[config.mk]
export PLATFORM = sky130hd
export DESIGN_NAME = btn_prog
export DESIGN_NICKNAME = d
export VERILOG_FILES = /design/src/hw/btn_prog_pkg.sv /design/src/hw/btn_prog.sv
export SDC_FILE = /design/constraint.sdc
export NUM_CORES = 1
export LEC_CHECK = 0
export BUFFER_PORTS_ARGS = -buffer_cell sky130_fd_sc_hd__buf_2
export CAP_MARGIN = 30
export CORE_MARGIN = 2
export CORE_UTILIZATION = 30
export CTS_BUF_LIST = sky130_fd_sc_hd__clkbuf_4
export CTS_CLUSTER_SIZE = 10
export DETAILED_ROUTE_END_ITERATION = 12
export PLACE_DENSITY_LB_ADDON = 0.08
export SETUP_SLACK_MARGIN = 0.5
export SLEW_MARGIN = 10
export SYNTH_ARGS = -nofsm -noshare
export SYNTH_HDL_FRONTEND = slang
export SYNTH_SLANG_ARGS = --single-unit
[constraint.sdc]
create_clock -name clk -period 9.9 [get_ports clk]
set_clock_uncertainty 0.05 [all_clocks]
set_input_delay 1.98 -clock clk [delete_from_list [all_inputs] [get_ports clk]]
set_output_delay 1.98 -clock clk [all_outputs]
set_load 0.01 [all_outputs]
[src/hw/btn_prog_pkg.sv]
// Constants, types and lookup functions of the front-panel programming block.
// Assumes a single 40 MHz clock domain.
package btn_prog_pkg;

   // ---------------------------------------------------------------
   // Timing
   // ---------------------------------------------------------------
   localparam int unsigned CLK_KHZ       = 32'h0000_9C40;  // 40 MHz clock in kHz
   localparam int unsigned HOLD_TIME_MS  = 32'h0000_2710;  // 10 s start-up hold
   localparam int unsigned DEB_TIME_MS   = 32'h0000_000A;  // 10 ms debounce
   localparam int unsigned FLASH_TIME_MS = 32'h0000_00FA;  // 250 ms per display phase
   localparam int unsigned HOLD_CYCLES   = HOLD_TIME_MS * CLK_KHZ;
   localparam int unsigned DEB_CYCLES    = DEB_TIME_MS * CLK_KHZ;
   localparam int unsigned FLASH_CYCLES  = FLASH_TIME_MS * CLK_KHZ;

   // ---------------------------------------------------------------
   // Parameter list
   // ---------------------------------------------------------------
   localparam int unsigned NUM_VALS = 10;                   // Valued parameters
   localparam logic [3:0]  LAST_IDX = 4'hA;                 // Joystick entry, last in list
   localparam logic [3:0]  FIRST_IDX = 4'h0;                // Input command mode
   localparam logic [3:0]  VAL_ZERO = 4'h0;
   localparam logic [7:0]  JOY_DEF_LO  = 8'h00;             // Default joystick limits
   localparam logic [7:0]  JOY_DEF_HI  = 8'hFF;
   localparam logic [7:0]  JOY_DEF_MID = 8'h80;

   // Input command mode codes
   localparam logic [3:0]  CMD_RADIO  = 4'h0;
   localparam logic [3:0]  CMD_FULLDX = 4'h1;
   localparam logic [3:0]  CMD_HALFDX = 4'h2;
   localparam logic [3:0]  CMD_ANALOG = 4'h3;

   // ---------------------------------------------------------------
   // Segment patterns, gfedcba, active high
   // ---------------------------------------------------------------
   localparam logic [6:0] SEG_BLANK  = 7'h00;
   localparam logic [6:0] SEG_STEADY = 7'h49;   // Three bars, while waiting with the Program button alone held
   localparam logic [6:0] SEG_DASH   = 7'h40;   // Calibration idle
   localparam logic [6:0] SEG_O      = 7'h5C;   // Calibration active
   localparam logic [6:0] SEG_J      = 7'h1E;

   // ---------------------------------------------------------------
   // Types
   // ---------------------------------------------------------------
   typedef enum logic [2:0] {
      ST_WAIT     = 3'b000,   // Watching the buttons after reset
      ST_PROG     = 3'b001,   // Parameter programming
      ST_CAL      = 3'b010,   // Joystick calibration
      ST_SELFTEST = 3'b011,   // Self-test selected
      ST_DEFAULTS = 3'b100,   // Writing factory defaults
      ST_RUN      = 3'b101    // Normal start-up
   } state_e;

   typedef struct packed {
      logic [7:0] ch1;
      logic [7:0] ch0;
   } joy_s;

   typedef struct packed {
      joy_s lo;
      joy_s hi;
      joy_s mid;
   } cal_s;

   typedef struct packed {
      logic [3:0] idx;
      logic [3:0] val;
   } nvm_s;

   typedef logic [NUM_VALS-1:0][3:0] store_t;

   // ---------------------------------------------------------------
   // Lookups
   // ---------------------------------------------------------------
   function automatic logic [3:0] max_of(input logic [3:0] idx);
      unique case (idx)
         4'h0:    max_of = CMD_ANALOG;
         4'h1:    max_of = 4'h1;   // Only the two open-loop modes
         4'h2:    max_of = 4'h6;
         4'h3:    max_of = 4'h5;
         4'h4:    max_of = 4'h2;
         4'h5:    max_of = 4'h0;
         4'h6:    max_of = 4'h7;
         4'h7:    max_of = 4'h4;
         4'h8:    max_of = 4'h4;
         4'h9:    max_of = 4'hE;
         default: max_of = 4'h0;
      endcase
   endfunction : max_of

   function automatic logic [3:0] default_of(input logic [3:0] idx);
      unique case (idx)
         4'h0:    default_of = CMD_RADIO;
         4'h2:    default_of = 4'h5;
         4'h3:    default_of = 4'h2;
         4'h4:    default_of = 4'h2;
         4'h6:    default_of = 4'h2;
         4'h9:    default_of = 4'h7;
         default: default_of = 4'h0;
      endcase
   endfunction : default_of

   function automatic logic [6:0] letter_of(input logic [3:0] idx);
      unique case (idx)
         4'h0:    letter_of = 7'h06;   // I
         4'h1:    letter_of = 7'h39;   // C
         4'h2:    letter_of = 7'h77;   // A
         4'h3:    letter_of = 7'h6D;   // S
         4'h4:    letter_of = 7'h3E;   // U
         4'h5:    letter_of = 7'h7C;   // b
         4'h6:    letter_of = 7'h5E;   // d
         4'h7:    letter_of = 7'h79;   // E
         4'h8:    letter_of = 7'h71;   // F
         4'h9:    letter_of = 7'h38;   // L
         default: letter_of = SEG_J;
      endcase
   endfunction : letter_of

   function automatic logic [6:0] seg_hex(input logic [3:0] v);
      unique case (v)
         4'h0: seg_hex = 7'h3F;
         4'h1: seg_hex = 7'h06;
         4'h2: seg_hex = 7'h5B;
         4'h3: seg_hex = 7'h4F;
         4'h4: seg_hex = 7'h66;
         4'h5: seg_hex = 7'h6D;
         4'h6: seg_hex = 7'h7D;
         4'h7: seg_hex = 7'h07;
         4'h8: seg_hex = 7'h7F;
         4'h9: seg_hex = 7'h6F;
         4'hA: seg_hex = 7'h77;
         4'hB: seg_hex = 7'h7C;
         4'hC: seg_hex = 7'h39;
         4'hD: seg_hex = 7'h5E;
         4'hE: seg_hex = 7'h79;
         4'hF: seg_hex = 7'h71;
      endcase
   endfunction : seg_hex

endpackage : btn_prog_pkg
[src/hw/btn_prog.sv]
// Front-panel programming block: two buttons, one seven-segment digit.
// Assumes buttons are raw active-low pins, the stored values and joystick
// samples come from logic on clk, and a flash writer takes one word a cycle.
`timescale 1ns/1ps
module btn_prog #(
   parameter int unsigned HOLD_CYC  = btn_prog_pkg::HOLD_CYCLES,
   parameter int unsigned DEB_CYC   = btn_prog_pkg::DEB_CYCLES,
   parameter int unsigned FLASH_CYC = btn_prog_pkg::FLASH_CYCLES
) (
   // Clock and reset
   input  wire logic                 clk,
   input  wire logic                 resetn,
   // Front-panel buttons, raw pins
   input  wire logic                 store_btn_n,
   input  wire logic                 inc_btn_n,
   // Values held in flash, read at any time
   input  wire btn_prog_pkg::store_t stored_vals,
   // Joystick samples
   input  wire logic                 joy_valid,
   input  wire btn_prog_pkg::joy_s   joy,
   // Flash write of one parameter
   output logic                      nvm_wr,
   output btn_prog_pkg::nvm_s        nvm_word,
   // Flash write of joystick calibration
   output logic                      cal_wr,
   output btn_prog_pkg::cal_s        cal_word,
   // Display
   output logic [6:0]                seg,
   // Selected mode
   output logic                      prog_mode,
   output logic                      selftest_mode,
   output logic                      run_mode
);

   // ---------------------------------------------------------------
   // Button synchroniser and debouncer
   // ---------------------------------------------------------------
   localparam int unsigned B_STORE = 1;        // Bit of the Program button
   localparam int unsigned B_INC   = 0;        // Bit of the Set button
   logic [1:0]  sync1_r;                       // First stage, read only by sync2_r
   logic [1:0]  sync2_r;                       // Synchronised, active high
   logic [1:0]  deb_r;                         // Debounced level
   logic [1:0]  deb_q_r;                       // Previous debounced level
   logic [31:0] deb_cnt_r [2];                 // Stability counters
   wire  [1:0]  press = deb_r & ~deb_q_r;      // One-cycle press edges
   wire         store_press = press[B_STORE];
   wire         inc_press   = press[B_INC];

   // Two flops before anything looks at the pins
   always_ff @(posedge clk or negedge resetn) begin
      if (!resetn) begin
         sync1_r <= 2'h0;
         sync2_r <= 2'h0;
      end else begin
         sync1_r <= {~store_btn_n, ~inc_btn_n};
         sync2_r <= sync1_r;
      end
   end

   // Level must stand a full debounce time before it is taken
   always_ff @(posedge clk or negedge resetn) begin
      if (!resetn) begin
         deb_r        <= 2'h0;
         deb_q_r      <= 2'h0;
         deb_cnt_r[0] <= 32'h0000_0000;
         deb_cnt_r[1] <= 32'h0000_0000;
      end else begin
         deb_q_r <= deb_r;
         for (int i = 0; i < 2; i++) begin
            if (sync2_r[i] == deb_r[i]) begin
               deb_cnt_r[i] <= 32'h0000_0000;
            end else if (deb_cnt_r[i] == 32'(DEB_CYC - 1)) begin
               deb_r[i]     <= sync2_r[i];
               deb_cnt_r[i] <= 32'h0000_0000;
            end else begin
               deb_cnt_r[i] <= deb_cnt_r[i] + 32'h0000_0001;
            end
         end
      end
   end

   // ---------------------------------------------------------------
   // Start-up hold timer
   // ---------------------------------------------------------------
   logic [1:0]  combo_r;                       // Button combination last cycle
   logic [31:0] hold_cnt_r;                    // Cycles the combination has stood
   wire hold_done  = (hold_cnt_r == 32'(HOLD_CYC - 1));
   // Debouncer needs time to report a button already down at reset
   wire settle_done = (hold_cnt_r == 32'(2 * DEB_CYC));

   // Restarts whenever the combination changes
   always_ff @(posedge clk or negedge resetn) begin
      if (!resetn) begin
         combo_r    <= 2'h0;
         hold_cnt_r <= 32'h0000_0000;
      end else begin
         combo_r <= deb_r;
         if (combo_r != deb_r) begin
            hold_cnt_r <= 32'h0000_0000;
         end else if (!hold_done) begin
            hold_cnt_r <= hold_cnt_r + 32'h0000_0001;
         end
      end
   end

   // ---------------------------------------------------------------
   // Display phase: letter, blank, value, blank
   // ---------------------------------------------------------------
   logic [31:0] flash_cnt_r;
   logic [1:0]  phase_r;

   always_ff @(posedge clk or negedge resetn) begin
      if (!resetn) begin
         flash_cnt_r <= 32'h0000_0000;
         phase_r     <= 2'h0;
      end else if (flash_cnt_r == 32'(FLASH_CYC - 1)) begin
         flash_cnt_r <= 32'h0000_0000;
         phase_r     <= phase_r + 2'h1;
      end else begin
         flash_cnt_r <= flash_cnt_r + 32'h0000_0001;
      end
   end

   // ---------------------------------------------------------------
   // Main state machine
   // ---------------------------------------------------------------
   btn_prog_pkg::state_e state_r, state_nxt;
   logic [3:0]         idx_r, idx_nxt;        // Parameter being shown
   logic [3:0]         val_r, val_nxt;        // Value being edited
   logic               dirty_r, dirty_nxt;    // Value changed since shown
   logic               nvm_wr_r, nvm_wr_nxt;
   btn_prog_pkg::nvm_s nvm_r, nvm_nxt;
   logic               cal_wr_r, cal_wr_nxt;
   btn_prog_pkg::cal_s cal_out_r, cal_nxt;
   btn_prog_pkg::cal_s track_r;               // Running limits while calibrating

   // Next entry in the fixed list and its stored value
   wire       at_joy    = (idx_r == btn_prog_pkg::LAST_IDX);
   wire [3:0] next_idx  = at_joy ? btn_prog_pkg::FIRST_IDX : idx_r + 4'h1;
   wire [3:0] next_val  = (next_idx == btn_prog_pkg::LAST_IDX) ? btn_prog_pkg::VAL_ZERO
                                                               : stored_vals[next_idx];
   wire [3:0] first_val = stored_vals[btn_prog_pkg::FIRST_IDX];
   wire       at_max    = (val_r >= btn_prog_pkg::max_of(idx_r));
   wire [3:0] inc_val   = at_max ? btn_prog_pkg::VAL_ZERO : val_r + 4'h1;

   always_comb begin
      state_nxt  = state_r;
      idx_nxt    = idx_r;
      val_nxt    = val_r;
      dirty_nxt  = dirty_r;
      nvm_wr_nxt = 1'b0;
      nvm_nxt    = nvm_r;
      cal_wr_nxt = 1'b0;
      cal_nxt    = cal_out_r;
      unique case (state_r)
         btn_prog_pkg::ST_WAIT: begin
            if (deb_r == 2'b00 && settle_done) begin
               state_nxt = btn_prog_pkg::ST_RUN;
            end else if (hold_done && deb_r == 2'b10) begin
               state_nxt = btn_prog_pkg::ST_PROG;
               idx_nxt   = btn_prog_pkg::FIRST_IDX;
               val_nxt   = first_val;
               dirty_nxt = 1'b0;
            end else if (hold_done && deb_r == 2'b01) begin
               state_nxt = btn_prog_pkg::ST_SELFTEST;
            end else if (hold_done && deb_r == 2'b11) begin
               state_nxt = btn_prog_pkg::ST_DEFAULTS;
               idx_nxt   = btn_prog_pkg::FIRST_IDX;
            end
         end
         // No way out but reset, or calibration, which comes back here
         btn_prog_pkg::ST_PROG: begin
            if (store_press) begin
               nvm_wr_nxt = dirty_r;
               nvm_nxt    = '{idx: idx_r, val: val_r};
               idx_nxt    = next_idx;
               val_nxt    = next_val;
               dirty_nxt  = 1'b0;
            end else if (inc_press && at_joy) begin
               state_nxt = btn_prog_pkg::ST_CAL;
            end else if (inc_press) begin
               val_nxt   = inc_val;
               dirty_nxt = 1'b1;
            end
         end
         btn_prog_pkg::ST_CAL: begin
            if (store_press) begin
               cal_wr_nxt = 1'b1;
               cal_nxt    = '{lo: track_r.lo, hi: track_r.hi, mid: joy};
               state_nxt  = btn_prog_pkg::ST_PROG;
               idx_nxt    = next_idx;
               val_nxt    = next_val;
               dirty_nxt  = 1'b0;
            end
         end
         // One parameter a cycle, joystick limits last
         btn_prog_pkg::ST_DEFAULTS: begin
            if (at_joy) begin
               cal_wr_nxt = 1'b1;
               cal_nxt    = '{lo:  '{ch1: btn_prog_pkg::JOY_DEF_LO,  ch0: btn_prog_pkg::JOY_DEF_LO},
                              hi:  '{ch1: btn_prog_pkg::JOY_DEF_HI,  ch0: btn_prog_pkg::JOY_DEF_HI},
                              mid: '{ch1: btn_prog_pkg::JOY_DEF_MID, ch0: btn_prog_pkg::JOY_DEF_MID}};
               state_nxt  = btn_prog_pkg::ST_RUN;
            end else begin
               nvm_wr_nxt = 1'b1;
               nvm_nxt    = '{idx: idx_r, val: btn_prog_pkg::default_of(idx_r)};
               idx_nxt    = idx_r + 4'h1;
            end
         end
         btn_prog_pkg::ST_SELFTEST: begin
            state_nxt = btn_prog_pkg::ST_SELFTEST;
         end
         // Flash contents take effect here only through a new reset
         btn_prog_pkg::ST_RUN: begin
            state_nxt = btn_prog_pkg::ST_RUN;
         end
         default: begin
            state_nxt = btn_prog_pkg::ST_WAIT;
         end
      endcase
   end

   // State and edit registers
   always_ff @(posedge clk or negedge resetn) begin
      if (!resetn) begin
         state_r   <= btn_prog_pkg::ST_WAIT;
         idx_r     <= btn_prog_pkg::FIRST_IDX;
         val_r     <= btn_prog_pkg::VAL_ZERO;
         dirty_r   <= 1'b0;
         nvm_wr_r  <= 1'b0;
         nvm_r     <= '0;
         cal_wr_r  <= 1'b0;
         cal_out_r <= '0;
      end else begin
         state_r   <= state_nxt;
         idx_r     <= idx_nxt;
         val_r     <= val_nxt;
         dirty_r   <= dirty_nxt;
         nvm_wr_r  <= nvm_wr_nxt;
         nvm_r     <= nvm_nxt;
         cal_wr_r  <= cal_wr_nxt;
         cal_out_r <= cal_nxt;
      end
   end

   // ---------------------------------------------------------------
   // Joystick limit tracking
   // ---------------------------------------------------------------
   wire in_cal = (state_r == btn_prog_pkg::ST_CAL);

   // Limits start inverted so the first sample sets both
   always_ff @(posedge clk or negedge resetn) begin
      if (!resetn) begin
         track_r <= '0;
      end else if (!in_cal) begin
         track_r.lo <= '{ch1: btn_prog_pkg::JOY_DEF_HI, ch0: btn_prog_pkg::JOY_DEF_HI};
         track_r.hi <= '{ch1: btn_prog_pkg::JOY_DEF_LO, ch0: btn_prog_pkg::JOY_DEF_LO};
      end else if (joy_valid) begin
         if (joy.ch0 < track_r.lo.ch0) track_r.lo.ch0 <= joy.ch0;
         if (joy.ch1 < track_r.lo.ch1) track_r.lo.ch1 <= joy.ch1;
         if (joy.ch0 > track_r.hi.ch0) track_r.hi.ch0 <= joy.ch0;
         if (joy.ch1 > track_r.hi.ch1) track_r.hi.ch1 <= joy.ch1;
      end
   end

   // ---------------------------------------------------------------
   // Display and mode outputs
   // ---------------------------------------------------------------
   logic [6:0] seg_r;
   logic       prog_r;
   logic       selftest_r;
   logic       run_r;
   wire        show_first = (phase_r == 2'h0);
   wire        show_second = (phase_r == 2'h2);
   wire [6:0]  prog_second = at_joy ? btn_prog_pkg::SEG_DASH : btn_prog_pkg::seg_hex(val_r);
   wire [6:0]  prog_seg = show_first  ? btn_prog_pkg::letter_of(idx_r) :
                          show_second ? prog_second : btn_prog_pkg::SEG_BLANK;
   wire [6:0]  cal_seg  = show_first  ? btn_prog_pkg::SEG_J :
                          show_second ? btn_prog_pkg::SEG_O : btn_prog_pkg::SEG_BLANK;
   wire [6:0]  wait_seg = (deb_r == 2'b10) ? btn_prog_pkg::SEG_STEADY
                                           : btn_prog_pkg::SEG_BLANK;
   wire [6:0]  seg_nxt  = (state_nxt == btn_prog_pkg::ST_PROG) ? prog_seg :
                          (state_nxt == btn_prog_pkg::ST_CAL)  ? cal_seg  :
                          (state_nxt == btn_prog_pkg::ST_WAIT) ? wait_seg :
                                                                 btn_prog_pkg::SEG_BLANK;

   // Registered so every output comes from a flop
   always_ff @(posedge clk or negedge resetn) begin
      if (!resetn) begin
         seg_r      <= btn_prog_pkg::SEG_BLANK;
         prog_r     <= 1'b0;
         selftest_r <= 1'b0;
         run_r      <= 1'b0;
      end else begin
         seg_r      <= seg_nxt;
         prog_r     <= (state_nxt == btn_prog_pkg::ST_PROG) || (state_nxt == btn_prog_pkg::ST_CAL);
         selftest_r <= (state_nxt == btn_prog_pkg::ST_SELFTEST);
         run_r      <= (state_nxt == btn_prog_pkg::ST_RUN);
      end
   end

   assign seg           = seg_r;
   assign prog_mode     = prog_r;
   assign selftest_mode = selftest_r;
   assign run_mode      = run_r;
   assign nvm_wr        = nvm_wr_r;
   assign nvm_word      = nvm_r;
   assign cal_wr        = cal_wr_r;
   assign cal_word      = cal_out_r;

endmodule : btn_prog

==> impl_summary.md <==
Status
The flow ran to the end, and the final reports show no timing, DRC or antenna violations.

Timing
The final count of negative-setup-slack endpoints is 0. The number of hold-slack violations in the final timing report came to 0. The minimum clock period after layout is 3.89 ns.

The accumulated negative setup slack is 0 ns. Setup repair after global routing left no endpoint under its margin. In the post-route analysis, the smallest setup slack over all paths is 6.01 ns.

The final critical path takes up 39.3% of the cycle. Timing would allow up to 0.257 GHz. The max-slew violation total from the final report is 0. At the pin with the least slew margin, the transition time is 0.882 ns. Headroom to the max-slew limit came out at 40.7%.

Global routing
Global routing used 15.6% of the available tracks. The most utilized layer in the global route result is met2. The wire length of the first global-routing pass is 58000 um.

The number of antenna violations at the first check in global routing is 4. The number of global-route vias before repair is 10700. The met2 layer usage reported by global route is 22.5%. Global routing finished with a remaining overflow of 0. Global routing consumed, on the met3 layer, 3.89% of the routing resources.

For met1 alone, demand over resource in global routing was 22.3%. The pin count of the biggest net entering global routing is 66.

Critical path
The sort of element at the start of the critical path is a register. In this run the critical register-to-register path is launched from idx_r[0]. The highest-delay cell along the critical path is sky130_fd_sc_hd__dfrtp_1. Walking the worst path, the cells encountered are clkinv_1 > ha_1 > and3b_1 > a21oi_2 > buf_4 > clkinv_1 > o22a_1.

The critical path contains buffers and inverters numbering 3 combined. STA puts the critical path data required time at 10.46 ns. At the worst endpoint, the arrival time is 4.45 ns. The cell depth of the worst flop-to-flop path is 7. The most numerous cell type found on the critical path is sky130_fd_sc_hd__clkinv_1. The maximum net fanout on the critical path is 31. The reg-to-reg critical path endpoint is cal_word[15]. The critical path crosses 7 cells after its start point. The kind of cell with the highest combined delay along the critical path is buffers and inverters. The internal reg-to-reg setup slack is 6.01 ns.

The kind of end point of the critical path is a register. The peak per-stage delay on the critical path is 0.70 ns. The worst setup path is of the reg -> reg kind.

Finish
The most frequent standard cell in the layout excluding fill and tap cells is sky130_fd_sc_hd__dfrtp_1. For this run, the post-layout net count is 1664. The area occupied by registers is 6260 sq um. The number of fillers in the final layout is 4563. Summing all multi-input logic gate instances after layout gives 6480 sq um. The fraction of layout cells with a size suffix above 1 is 18.9%. Leaving out fill and tap cells, the most frequent cells in the layout are sky130_fd_sc_hd__dfrtp_1 (250), sky130_fd_sc_hd__nor2_1 (157), sky130_fd_sc_hd__nand2_1 (137). The area added between synthesis and finish is 17.2%.

Routing
In this run the remaining antenna-violating nets after routing total 0. The number of vias in the routed layout is 10600. The iteration-0 DRC count of the detailed router is 575. The remaining routing DRC violations is 0. The overall routed net length is 34900 um. Using the TritonRoute via totals, the vias-per-cell ratio works out to 4.83. The routed wirelength normalized by instance count is 16.0 um. The detailed-routing iteration count for the pre-antenna-repair pass is 5.

Yosys
After synthesis, the netlist uses 69 different library cells. The mean cell area of the mapped netlist is 9.54 sq um. Yosys printed 0 warnings. Yosys mapped a number of flops with a built-in enable equal to 0. The most used flip-flop cell after synthesis is sky130_fd_sc_hd__dfrtp_1. The fraction of the yosys area taken by sequential cells is 47.3%. After synthesis, the share of flip-flops with an asynchronous set or reset is 100%. Counting flops and latches in the post-synthesis netlist gives 250. The cell area that synthesis handed to floorplanning was 13200 sq um. The synthesized net count is 1504. Synthesis handed over a netlist of 1387 instances.

Floorplan
The floorplan step defined a die boundary enclosing 45800 sq um. The die is 214 um tall. In this run the standard cell core region covers 43400 sq um. Pin placement for this block handled 129 I/O pins. Once the floorplan was initialized, standard cells occupied 30.5% of the core. Row generation in the floorplan step produced 76 rows. The x dimension of the die is 214 um.

Clocking
The H-tree was split into 3 levels. The number of buffers inserted during clock tree synthesis is 75. The clock tree from TritonCTS is built. The buffer cell driving the clock tree root is sky130_fd_sc_hd__clkbuf_4.

The number of post-CTS setup repair buffers is 0. Clock tree synthesis found a total of 250 sinks. The clock passes through at most 3 buffers. The number of gates resized after CTS was 0. After clock tree synthesis, the clock-pin slew on the worst setup and hold paths is 0.06 ns. Buffers inserted to repair hold after CTS numbered 0.

The insertion delay of the later-clocked pin in the worst-skew pair is 0.73 ns.

Place
The placer congestion estimate is 0.797. Before CTS, the worst setup slack after placement is 5.44 ns. The half-perimeter wire length of the detailed placement result is 23900 um. Buffers placed on the I/O ports in this run total 128.

Hold path
The worst hold path terminates at sync2_r[0]. The path type of the worst min-delay path is reg -> reg. The worst hold path stage count is 0. The startpoint of the worst hold path is sync1_r[0].

Power and ir drop
Sequential cells account for 48.3% of the total power. The worst voltage drop across the vdd grid is 0.0619 mV. The total net switching power is 0.513 mW.

The total power per unit cell area is 137 nW/um^2. The total power is 2.13 mW. The switching power as a share of total power is 24.1%.

The power share of the combinational group is 3.8%. For this design the static power due to leakage is 7.18 nW. The clock power share is 47.9%.

Internal power comes to 1.61 mW.

Flow run
The tool flagged a number of max-cap violations equal to 0.
layout make-up:
| class | count | area share [%] |
|---|---|---|
| sequential | 250 | 40.3 |
| inverter | 73 | 1.77 |
| antenna | 3 | 0.0484 |
| clock buffer | 111 | 5.37 |
| tap | 585 | 4.72 |
| timing repair buffer | 144 | 5.10 |
| clock inverter | 19 | 0.847 |
| multi-input combinational | 1003 | 41.8 |
registers in the layout, indices dropped and copies added, names as in the netlist, 3 cells and up:
register	cells
cal_word	48
deb_cnt_r	64
flash_cnt_r	32
hold_cnt_r	32
idx_r	4
nvm_word	8
seg	7
state_r	3
track_r	32
val_r	4
logic make-up after synthesis:
logic type | after synthesis | synth area share, %
mux | 48 | 4.07
flops | 250 | 47.3
buf+inv | 134 | 3.88
xor+xnor | 114 | 7.54
simple gates | 552 | 20.6
compound gates | 233 | 11.3
fa+ha+maj | 56 | 5.29
per-stage QoR:
step | utilization (%) | std cells | cell area [sq um] | hold WS [ns]
after floorplan | - | 1387 | 13200 | 0.281
after global placement | 33.4 | 2049 | 14500 | 0.288
after detailed placement | 33.4 | 2050 | 14500 | 0.293
after CTS | 35.6 | 2180 | 15400 | 0.310
after global routing | 35.8 | 2188 | 15500 | 0.313
final | 35.8 | 2188 | 15500 | 0.307
worst max path at each step:
stage                   end  slack [ns]  startpoint
2_1_floorplan   track_r[39]        6.10      joy[5]
3_3_place_gp    track_r[46]        5.54     joy[13]
3_5_place_dp    track_r[41]        5.44     joy[13]
4_1_cts        cal_word[15]        5.98    idx_r[0]
5_1_grt        cal_word[20]        5.62    idx_r[0]
6_report       cal_word[15]        6.01    idx_r[0]
Yosys cell counts (8+ instances only):
cell type / number / share of area [%]
sky130_fd_sc_hd__buf_1: 8 / 0.23
sky130_fd_sc_hd__or3_1: 24 / 1.1
sky130_fd_sc_hd__nand2_1: 137 / 3.9
sky130_fd_sc_hd__nor2b_1: 10 / 0.47
sky130_fd_sc_hd__a21oi_1: 59 / 2.2
sky130_fd_sc_hd__nor4b_1: 9 / 0.60
sky130_fd_sc_hd__clkbuf_1: 45 / 1.3
sky130_fd_sc_hd__xnor2_1: 57 / 3.8
sky130_fd_sc_hd__nor2_1: 157 / 4.5
sky130_fd_sc_hd__nand3_1: 50 / 1.9
sky130_fd_sc_hd__dfrtp_1: 250 / 47
sky130_fd_sc_hd__buf_2: 8 / 0.30
sky130_fd_sc_hd__nand2b_1: 15 / 0.71
sky130_fd_sc_hd__and3_1: 19 / 0.90
sky130_fd_sc_hd__o31a_1: 17 / 1.1
sky130_fd_sc_hd__nand4_1: 38 / 1.8
sky130_fd_sc_hd__xor2_1: 57 / 3.8
sky130_fd_sc_hd__ha_1: 56 / 5.3
sky130_fd_sc_hd__o21ai_0: 71 / 2.7
sky130_fd_sc_hd__nor4_1: 20 / 0.95
sky130_fd_sc_hd__nor3_1: 29 / 1.1
sky130_fd_sc_hd__mux2i_1: 28 / 2.1
sky130_fd_sc_hd__mux2_2: 17 / 1.4
sky130_fd_sc_hd__a22o_1: 12 / 0.79
sky130_fd_sc_hd__inv_1: 71 / 2.0
power by group through the flow:
stage | sequential [mW] | clock (mW) | combinational (mW)
finish | 1.03 | 1.02 | 0.0805
global route | 1.03 | 1.13 | 0.0935
CTS | 1.03 | 1.08 | 0.0806
detailed placement | 1.05 | 0 | 0.0805
global placement | 1.05 | 0 | 0.0796
floorplan | 1.05 | 0 | 0.0314
metal layers:
metal / up-vias / wire [um]
met3: 74 / 1390
li1: 5228 / -
met2: 188 / 15200
met4: 2 / 904
met1: 5078 / 17500
met5: - / 13
(Power assumes the default switching activity.)
